`config.mk`:
```
export PLATFORM = sky130hd
export DESIGN_NAME = otfr_fault_response
export DESIGN_NICKNAME = d
export VERILOG_FILES = /design/src/hdl/otfr_pkg.sv /design/src/hdl/otfr_delay_timer.sv /design/src/hdl/otfr_fault_response.sv
export VERILOG_INCLUDE_DIRS = /design/src /design/src/hdl
export SDC_FILE = /design/constraint.sdc
export NUM_CORES = 1
export LEC_CHECK = 0
export BUFFER_PORTS_ARGS = -buffer_cell sky130_fd_sc_hd__buf_2
export CORE_MARGIN = 2
export CORE_UTILIZATION = 56
export CTS_BUF_LIST = sky130_fd_sc_hd__clkbuf_2
export DETAILED_ROUTE_END_ITERATION = 6
export GPL_TIMING_DRIVEN = 0
export PLACE_DENSITY = 0.89
export SYNTH_ARGS = -nofsm -noshare
export SYNTH_HDL_FRONTEND = slang
export SYNTH_SLANG_ARGS = --single-unit
```
`constraint.sdc`:
```
create_clock -name i_mclk -period 5.4 [get_ports i_mclk]
set_input_delay 1.08 -clock i_mclk [delete_from_list [all_inputs] [get_ports i_mclk]]
set_output_delay 1.08 -clock i_mclk [all_outputs]
set_load 0.02 [all_outputs]
```
`src/hdl/otfr_consts.svh`:
```
// constants for the over-temperature fault response block
`ifndef OTFR_CONSTS_SVH
`define OTFR_CONSTS_SVH

// ----------------------------------------------------------------------
// register map
// ----------------------------------------------------------------------
`define OTFR_REG_ACTION   8'h50 // fault action command code
`define OTFR_ACTION_RST   8'h00 // action value after reset
`define OTFR_RD_ZERO      8'h00 // answer for other command codes

// ----------------------------------------------------------------------
// retry field codes and counts
// ----------------------------------------------------------------------
`define OTFR_RETRY_NONE   3'h0 // no restart attempts
`define OTFR_RETRY_FOREVER 3'h7 // endless restart attempts
`define OTFR_TRIES_ZERO   3'h0 // attempt counter start
`define OTFR_TRIES_ONE    3'h1 // attempt counter step
`define OTFR_UNITS_ONE    8'h01 // one delay unit, base of 2**n
`define OTFR_PRESC_ZERO   24'h000000 // prescaler start

`endif

```
`src/hdl/otfr_pkg.sv`:
```
// types for the over-temperature fault response block
`default_nettype none
package otfr_pkg;

	// ------------------------------------------------------------------
	// response field encodings
	// ------------------------------------------------------------------
	typedef enum logic [1:0] {
		OTFR_RESP_IGNORE  = 2'b00, // keep running
		OTFR_RESP_DELAY   = 2'b01, // run for delay, then act
		OTFR_RESP_DISABLE = 2'b10, // shut down, then retry setting
		OTFR_RESP_HOLD    = 2'b11  // off while fault, resume after
	} otfr_resp_e;

	// ------------------------------------------------------------------
	// layout of the fault action byte
	// ------------------------------------------------------------------
	typedef struct packed {
		otfr_resp_e resp;    // bits 7:6
		logic [2:0] retries; // bits 5:3
		logic [2:0] delay;   // bits 2:0, 2**n units
	} otfr_action_s;

	// ------------------------------------------------------------------
	// fault response states
	// ------------------------------------------------------------------
	typedef enum logic [2:0] {
		OTFR_ST_NORMAL = 3'b000, // output follows command
		OTFR_ST_GRACE  = 3'b001, // running out the delay
		OTFR_ST_WAIT   = 3'b010, // off, waiting for next attempt
		OTFR_ST_HOLD   = 3'b011, // off until fault is gone
		OTFR_ST_LATCH  = 3'b100  // off until fault cleared
	} otfr_state_e;

endpackage
`default_nettype wire

```
`src/hdl/otfr_delay_timer.sv`:
```
// delay timer counting 2**n units of a programmable cycle length
`timescale 1ns/1ns
`default_nettype none
`include "otfr_consts.svh"

module otfr_delay_timer #(
	parameter int UNIT_W = 24 // width of the unit length in cycles
) (
	input  wire logic              i_mclk,        // system clock
	input  wire logic              i_rst,         // async reset, high
	input  wire logic              i_start,       // load and run
	input  wire logic              i_stop,        // abandon a run
	input  wire logic [2:0]        i_exp,         // count is 2**i_exp
	input  wire logic [UNIT_W-1:0] i_unit_cycles, // cycles per unit
	output logic                   o_done,        // one-cycle end pulse
	output logic                   o_busy         // a run is active
);

	// ------------------------------------------------------------------
	// elaboration check
	// ------------------------------------------------------------------
	if (UNIT_W < 1 || UNIT_W > 24)
		$error("otfr_delay_timer: UNIT_W must be 1 to 24");

	logic [UNIT_W-1:0] presc;      // cycles within the current unit
	logic [7:0]        left;       // units still to run
	logic [UNIT_W-1:0] next_presc; // next prescaler
	logic [7:0]        next_left;  // next unit count
	logic              next_busy;  // next busy
	logic              next_done;  // next end pulse
	logic              unit_end;   // last cycle of a unit

	// a zero unit length is served as one cycle per unit
	assign unit_end = (presc + 1'b1 >= i_unit_cycles);

	// next state of the timer
	always_comb
	begin
		next_presc = presc;
		next_left  = left;
		next_busy  = o_busy;
		next_done  = 1'b0;
		if (i_start)
		begin
			// start wins over a stop in the same cycle
			next_busy  = 1'b1;
			next_presc = UNIT_W'(`OTFR_PRESC_ZERO);
			next_left  = `OTFR_UNITS_ONE << i_exp;
		end
		else if (i_stop)
			next_busy = 1'b0;
		else if (o_busy)
		begin
			if (unit_end)
			begin
				// one unit elapsed
				next_presc = UNIT_W'(`OTFR_PRESC_ZERO);
				if (left == `OTFR_UNITS_ONE)
				begin
					next_busy = 1'b0;
					next_done = 1'b1;
				end
				else
					next_left = left - `OTFR_UNITS_ONE;
			end
			else
				next_presc = presc + 1'b1;
		end
	end

	// timer registers
	always_ff @(posedge i_mclk or posedge i_rst)
	begin
		if (i_rst)
		begin
			presc  <= UNIT_W'(`OTFR_PRESC_ZERO);
			left   <= `OTFR_UNITS_ONE;
			o_busy <= 1'b0;
			o_done <= 1'b0;
		end
		else
		begin
			presc  <= next_presc;
			left   <= next_left;
			o_busy <= next_busy;
			o_done <= next_done;
		end
	end

endmodule // otfr_delay_timer
`default_nettype wire

```
`src/hdl/otfr_fault_response.sv`:
```
// over-temperature fault response state machine with its command register
//
// How it works
// - response 00 keeps the output running
// - response 01 runs for delay, then retries
// - response 10 disables at once, then retries
// - response 11 off during fault, resumes after
// - retry 000 latches off until cleared
// - retry 1 to 6 gives that many attempts
// - all attempts failed latches output off
// - attempt spacing is delay count times unit
// - retry 111 retries until fault gone, commanded off or other fault
// - delay field selects two to the n units
// - unit length comes from separate configuration
// - fault pulls alert low and sets flag
`timescale 1ns/1ns
`default_nettype none
`include "otfr_consts.svh"

module otfr_fault_response #(
	parameter int UNIT_W = 24 // width of the unit length in cycles
) (
	input  wire logic              i_mclk,        // system clock
	input  wire logic              i_rst,         // async reset, high
	input  wire logic              i_wr_en,       // command write strobe
	input  wire logic [7:0]        i_wr_code,     // command code written
	input  wire logic [7:0]        i_wr_data,     // data byte written
	input  wire logic              i_rd_en,       // command read strobe
	input  wire logic [7:0]        i_rd_code,     // command code read
	input  wire logic [15:0]       i_temp,        // measured temperature
	input  wire logic [15:0]       i_limit,       // fault limit
	input  wire logic [UNIT_W-1:0] i_unit_cycles, // delay unit in cycles
	input  wire logic              i_cmd_on,      // output commanded on
	input  wire logic              i_other_fault, // other shutdown fault
	input  wire logic              i_clear_fault, // clear latched faults
	output logic [7:0]             o_rd_data,     // read answer byte
	output logic                   o_rd_valid,    // read answer strobe
	output logic                   o_output_en,   // power stage enable
	output logic                   o_ot_flag,     // sticky fault flag
	output logic                   o_alert_line_n // alert, low active
);

	// ------------------------------------------------------------------
	// elaboration check
	// ------------------------------------------------------------------
	if (UNIT_W < 1 || UNIT_W > 24)
		$error("otfr_fault_response: UNIT_W must be 1 to 24");

	// ------------------------------------------------------------------
	// command register
	// ------------------------------------------------------------------
	otfr_pkg::otfr_action_s action;      // fault action byte
	otfr_pkg::otfr_action_s next_action; // next action byte
	logic [7:0]             next_rd_data; // next read answer
	logic                   next_rd_valid; // next read strobe

	// decode writes and reads of the command codes
	always_comb
	begin
		next_action   = action;
		next_rd_data  = o_rd_data;
		next_rd_valid = i_rd_en;
		if (i_wr_en && i_wr_code == `OTFR_REG_ACTION)
			next_action = otfr_pkg::otfr_action_s'(i_wr_data);
		if (i_rd_en)
		begin
			// other command codes answer zero
			if (i_rd_code == `OTFR_REG_ACTION)
				next_rd_data = action;
			else
				next_rd_data = `OTFR_RD_ZERO;
		end
	end

	// register file flops
	always_ff @(posedge i_mclk or posedge i_rst)
	begin
		if (i_rst)
		begin
			action     <= otfr_pkg::otfr_action_s'(`OTFR_ACTION_RST);
			o_rd_data  <= `OTFR_RD_ZERO;
			o_rd_valid <= 1'b0;
		end
		else
		begin
			action     <= next_action;
			o_rd_data  <= next_rd_data;
			o_rd_valid <= next_rd_valid;
		end
	end

	// ------------------------------------------------------------------
	// fault detection with hysteresis at the limit
	// ------------------------------------------------------------------
	logic fault;      // fault condition present
	logic next_fault; // next fault condition

	// above sets, below clears, equal keeps
	always_comb
	begin
		next_fault = fault;
		if ($signed(i_temp) > $signed(i_limit))
			next_fault = 1'b1;
		else if ($signed(i_temp) < $signed(i_limit))
			next_fault = 1'b0;
	end

	// fault flop
	always_ff @(posedge i_mclk or posedge i_rst)
	begin
		if (i_rst)
			fault <= 1'b0;
		else
			fault <= next_fault;
	end

	// ------------------------------------------------------------------
	// delay timer
	// ------------------------------------------------------------------
	logic tmr_start; // load the timer
	logic tmr_stop;  // abandon the timer
	logic tmr_done;  // delay elapsed pulse

	// the unit length is held elsewhere and arrives as a count
	otfr_delay_timer #(
		.UNIT_W        (UNIT_W)
	) u_timer (
		.i_mclk        (i_mclk),
		.i_rst         (i_rst),
		.i_start       (tmr_start),
		.i_stop        (tmr_stop),
		.i_exp         (action.delay),
		.i_unit_cycles (i_unit_cycles),
		.o_done        (tmr_done),
		.o_busy        ()
	);

	// ------------------------------------------------------------------
	// response state machine
	// ------------------------------------------------------------------
	otfr_pkg::otfr_state_e state;      // current response state
	otfr_pkg::otfr_state_e next_state; // next response state
	logic [2:0]            tries;      // failed restart attempts
	logic [2:0]            next_tries; // next attempt count
	logic [3:0]            tries_inc;  // attempts after this one
	logic                  running;    // output commanded on and no other fault
	logic                  next_out_en; // next output enable

	assign running   = i_cmd_on & ~i_other_fault;
	assign tries_inc = {1'b0, tries} + {1'b0, `OTFR_TRIES_ONE};

	// next state, timer control and attempt count
	always_comb
	begin
		next_state = state;
		next_tries = tries;
		tmr_start  = 1'b0;
		tmr_stop   = 1'b0;
		if (!running)
		begin
			// commanded off or other fault ends any retrying
			next_state = otfr_pkg::OTFR_ST_NORMAL;
			tmr_stop   = 1'b1;
			next_tries = `OTFR_TRIES_ZERO;
		end
		else
		begin
			unique case (state)
			otfr_pkg::OTFR_ST_NORMAL:
			begin
				// react to a present fault per response field
				if (fault)
				begin
					unique case (action.resp)
					otfr_pkg::OTFR_RESP_IGNORE:
						next_state = otfr_pkg::OTFR_ST_NORMAL;
					otfr_pkg::OTFR_RESP_DELAY:
					begin
						next_state = otfr_pkg::OTFR_ST_GRACE;
						tmr_start  = 1'b1;
					end
					otfr_pkg::OTFR_RESP_DISABLE:
					begin
						// shut down now, then retry setting
						next_tries = `OTFR_TRIES_ZERO;
						if (action.retries == `OTFR_RETRY_NONE)
							next_state = otfr_pkg::OTFR_ST_LATCH;
						else
						begin
							next_state = otfr_pkg::OTFR_ST_WAIT;
							tmr_start  = 1'b1;
						end
					end
					otfr_pkg::OTFR_RESP_HOLD:
						next_state = otfr_pkg::OTFR_ST_HOLD;
					endcase
				end
			end
			otfr_pkg::OTFR_ST_GRACE:
			begin
				// still running; act only if fault outlasts delay
				if (!fault)
				begin
					next_state = otfr_pkg::OTFR_ST_NORMAL;
					tmr_stop   = 1'b1;
				end
				else if (tmr_done)
				begin
					next_tries = `OTFR_TRIES_ZERO;
					if (action.retries == `OTFR_RETRY_NONE)
						next_state = otfr_pkg::OTFR_ST_LATCH;
					else
					begin
						next_state = otfr_pkg::OTFR_ST_WAIT;
						tmr_start  = 1'b1;
					end
				end
			end
			otfr_pkg::OTFR_ST_WAIT:
			begin
				// an attempt starts at each interval end
				if (tmr_done)
				begin
					if (!fault)
						next_state = otfr_pkg::OTFR_ST_NORMAL;
					else if (action.retries != `OTFR_RETRY_FOREVER &&
						tries_inc >= {1'b0, action.retries})
						next_state = otfr_pkg::OTFR_ST_LATCH;
					else
					begin
						// failed attempt; next one a full interval on
						tmr_start = 1'b1;
						if (action.retries != `OTFR_RETRY_FOREVER)
							next_tries = tries + `OTFR_TRIES_ONE;
					end
				end
			end
			otfr_pkg::OTFR_ST_HOLD:
			begin
				// resume on its own once the fault is gone
				if (!fault)
					next_state = otfr_pkg::OTFR_ST_NORMAL;
			end
			otfr_pkg::OTFR_ST_LATCH:
			begin
				// stays off until cleared with the fault gone
				if (!fault && i_clear_fault)
					next_state = otfr_pkg::OTFR_ST_NORMAL;
			end
			default:
				next_state = otfr_pkg::OTFR_ST_NORMAL;
			endcase
		end
		// output runs only in the running states
		next_out_en = running &&
			(next_state == otfr_pkg::OTFR_ST_NORMAL ||
			 next_state == otfr_pkg::OTFR_ST_GRACE);
	end

	// state machine flops
	always_ff @(posedge i_mclk or posedge i_rst)
	begin
		if (i_rst)
		begin
			state       <= otfr_pkg::OTFR_ST_NORMAL;
			tries       <= `OTFR_TRIES_ZERO;
			o_output_en <= 1'b0;
		end
		else
		begin
			state       <= next_state;
			tries       <= next_tries;
			o_output_en <= next_out_en;
		end
	end

	// ------------------------------------------------------------------
	// status flag and alert
	// ------------------------------------------------------------------
	logic next_flag; // next sticky flag

	// a present fault beats a clear in the same cycle
	always_comb
	begin
		next_flag = o_ot_flag;
		if (i_clear_fault)
			next_flag = 1'b0;
		if (fault)
			next_flag = 1'b1;
	end

	// flag and alert flops
	always_ff @(posedge i_mclk or posedge i_rst)
	begin
		if (i_rst)
		begin
			o_ot_flag      <= 1'b0;
			o_alert_line_n <= 1'b1;
		end
		else
		begin
			o_ot_flag      <= next_flag;
			o_alert_line_n <= ~next_flag;
		end
	end

endmodule // otfr_fault_response
`default_nettype wire

```
==> results_dict.tcl <==
set metrics [dict create \
    worstSetupEndpointType "flop" \
    synthDominantCellAreaShare_pct 31.7 \
    layout_commonest_cell "buf_2" \
    reg2reg_slack_ns 0.69 \
    grt_max_degree 39 \
    hp-start "o_ot_flag$_DFF_PP0_" \
    crit_path_end "u_timer.left[5]$_DFFE_PP0P_" \
    syn2layout_area_growth_pct 15.9 \
    drt_iter0_drc 275 \
    wire_per_inst_um 14.7 \
    crit_slowest_cell "a311oi_4" \
    antenna_left 0 \
    setup.worst_path.start "u_timer.presc[0]$_DFFE_PP0P_" \
    period_needed_ns 4.71 \
    worstPathRequired_ns 5.82 \
    synthArstFlopShare_pct 100 \
    timing.rr.end "u_timer.left[5]$_DFFE_PP0P_" \
    synth_edf_count 0 \
    grt_overflow_total 0 \
    route.detailed.drc 0 \
    dieArea_um2 9050 \
    powerDensity_nw_per_um2 158 \
    start_util_pct 57.2 \
    finalSetupViolCount 0 \
    cp_max_fo 9 \
    synth_seq_area_share_pct 32.9 \
    hold_viol 0 \
    ir_drop_v 0.000103 \
    layout-drive-gt1-share_pct 22.9 \
    slowest_delay_ns 0.58 \
    num_rows 33 \
    path_delay_family "simple AND/OR/NAND/NOR gates" \
    post-route-period-util_pct 87.2 \
    synth_flop_cell "dfrtp_1" \
    dpl.hpwl_mm 8.87 \
    hp-class "reg2reg" \
    cts_sinks 61 \
    fin_nets 797 \
    syn_nets 687 \
    skew_ns 0.0290 \
    clockBufferDepth 2 \
    power_w 0.000851 \
    cp.depth 14 \
    firstDrtPassIters 5 \
    ys_seq_elements 61 \
    postCtsSetupRepairBufs 0 \
    path_clk_slew_ns 0.21 \
    dp_slack_ns 0.786 \
    syn_avg_cell_area_um2 8.48 \
    cts_hold_buf 0 \
    synthTopCellsByArea "dfrtp_1, ha_1, inv_1, nand2_1, a21oi_1" \
    syn_inst 549 \
    final.setup.tns_ns 0 \
    cp-start-kind "flop" \
    drv_cap 0 \
    yosys_warnings 0 \
    grt_pass1_vias 4510 \
    cts_tree "yes" \
    portBuffers 98 \
    dpl-instance-area_um2 5300 \
    worstPathCellList "ha_1 > nand3_1 > or3_1 > nor3_2 > nand4_1 > xnor2_1 > ha_1 > nand4_1 > nor4_2 > nand2_1 > a311oi_4 > o21ai_2 > or4_4 > o211ai_2" \
    die_h_um 95.2 \
    placeableCoreArea_um2 8130 \
    drv_slew 0 \
    synth_area_leader_cell "dfrtp_1" \
    gp_congestion 0.922 \
    worstPathArrival_ns 5.13 \
    max_clock_freq_mhz 212 \
    netlist_area_um2 4650 \
    tightest_slew_ns 1.11 \
    io_pins 99 \
    postCtsResizedCells 0 \
    ys_types 62 \
    fin_util_pct 66.3 \
    vias_per_cell 5.82 \
    finalInstanceArea_um2 5390 \
    clockRootBuffer "clkbuf_2" \
    totalWireLength_mm 11.3 \
    worstSkewPairLatency_ns 0.51 \
    via_count 4479 \
    h-tree-depth 3 \
    reg2reg_depth 14 \
    dieWidth_um 95.2 \
    slew_headroom_pct 25.4 \
    r2r-start "u_timer.presc[0]$_DFFE_PP0P_" \
    grt_usage_pct 26.4 \
    antennaDiodeCount 0 \
    cts_buffers 9 \
    crit_type "reg2reg" \
    fin_ws_ns 0.689 \
    critPathBufInv 0 \
    grt_first_pass_wirelength_mm 19.1 \
    outcome "completed" \
    final_cell_mix "buf_2, inv_1, nand2_1" \
    antenna_found_initial 0 \
    rsz0062_at_grt "no" \
    leakage_nw 2.73 \
]
## registers in the layout, indices dropped and copies added (netlist names)
| name | flops |
|---|---|
| u_timer.left | 8 |
| state | 3 |
| o_ot_flag | 1 |
| u_timer.presc | 24 |
| u_timer.o_done | 1 |
| action | 8 |
| o_alert_line_n | 1 |
| o_rd_valid | 1 |
| o_rd_data | 8 |
| o_output_en | 1 |
| tries | 3 |
| u_timer.o_busy | 1 |
| fault | 1 |
## per-layer routing
| metal | track usage (%) | wire (um) | up-vias |
|---|---|---|---|
| met5 | 0 | 0 | - |
| met4 | 11.8 | 197 | 0 |
| met3 | 5.14 | 637 | 26 |
| met2 | 47.0 | 5920 | 172 |
| met1 | 30.6 | 4550 | 2109 |
| li1 | - | - | 2172 |
## where the power goes
part           internal (W)  total, W  switching (W)
sequential         0.000466  0.000475     0.00000874
combinational     0.0000602  0.000127      0.0000664
clock             0.0000619  0.000249       0.000187
## worst min-delay path by stage
| stage | to | slack [ns] | cells after the start |
|---|---|---|---|
| 2_1_floorplan | tries[1]$_DFFE_PP0P_ | 0.48 | 2 |
| 3_3_place_gp | o_ot_flag$_DFF_PP0_ | 0.48 | 1 |
| 3_5_place_dp | o_ot_flag$_DFF_PP0_ | 0.50 | 1 |
| 4_1_cts | o_alert_line_n$_DFF_PP1_ | 0.53 | 2 |
| 5_1_grt | o_ot_flag$_DFF_PP0_ | 0.55 | 2 |
| 6_report | o_alert_line_n$_DFF_PP1_ | 0.53 | 2 |
## synth_stat cells (all sizes together), types with 10 or more instances
master  count
a21oi      40
dfrtp      59
nand2b     10
ha         51
nor3       21
nand4      11
nand2      61
inv        63
nand3      35
xnor2      15
nor2       17
o21ai      33
buf        11
## cell families after synthesis
| kind of cell | synth area share [%] |
|---|---|
| and+or+nand+nor | 24.0 |
| AOI/OAI and AO/OA | 15.9 |
| buffers and inverters | 7.04 |
| DFF | 32.9 |
| adders and majority gates | 13.7 |
| xor gates and xnor gates | 4.52 |
| muxes | 1.94 |
## through the flow
| step | instances | hold slack [ns] |
|---|---|---|
| after detailed placement | 753 | 0.501 |
| final | 769 | 0.532 |
| after global routing | 769 | 0.549 |
| after floorplan | 549 | 0.476 |
| after CTS | 769 | 0.533 |
| after global placement | 752 | 0.480 |
## area by class of cell
cell class,instances,area (um2)
clock buffer,9,45.0
tap,105,131
buffer,18,91.3
timing repair buffer,99,510
inverter,63,236
sequential,61,1530
clock inverter,7,52.6
fill,662,2740
multi-input combinational,407,2800
## worst register-to-register path: stages, from the launching register on
cell	delay [ns]
dfrtp_1	0.44
ha_1	0.25
nand3_1	0.22
or3_1	0.45
nor3_2	0.43
nand4_1	0.23
xnor2_1	0.20
ha_1	0.30
nand4_1	0.13
nor4_2	0.38
nand2_1	0.16
a311oi_4	0.58
o21ai_2	0.22
or4_4	0.56
o211ai_2	0.09
(Power assumes the default switching activity.)
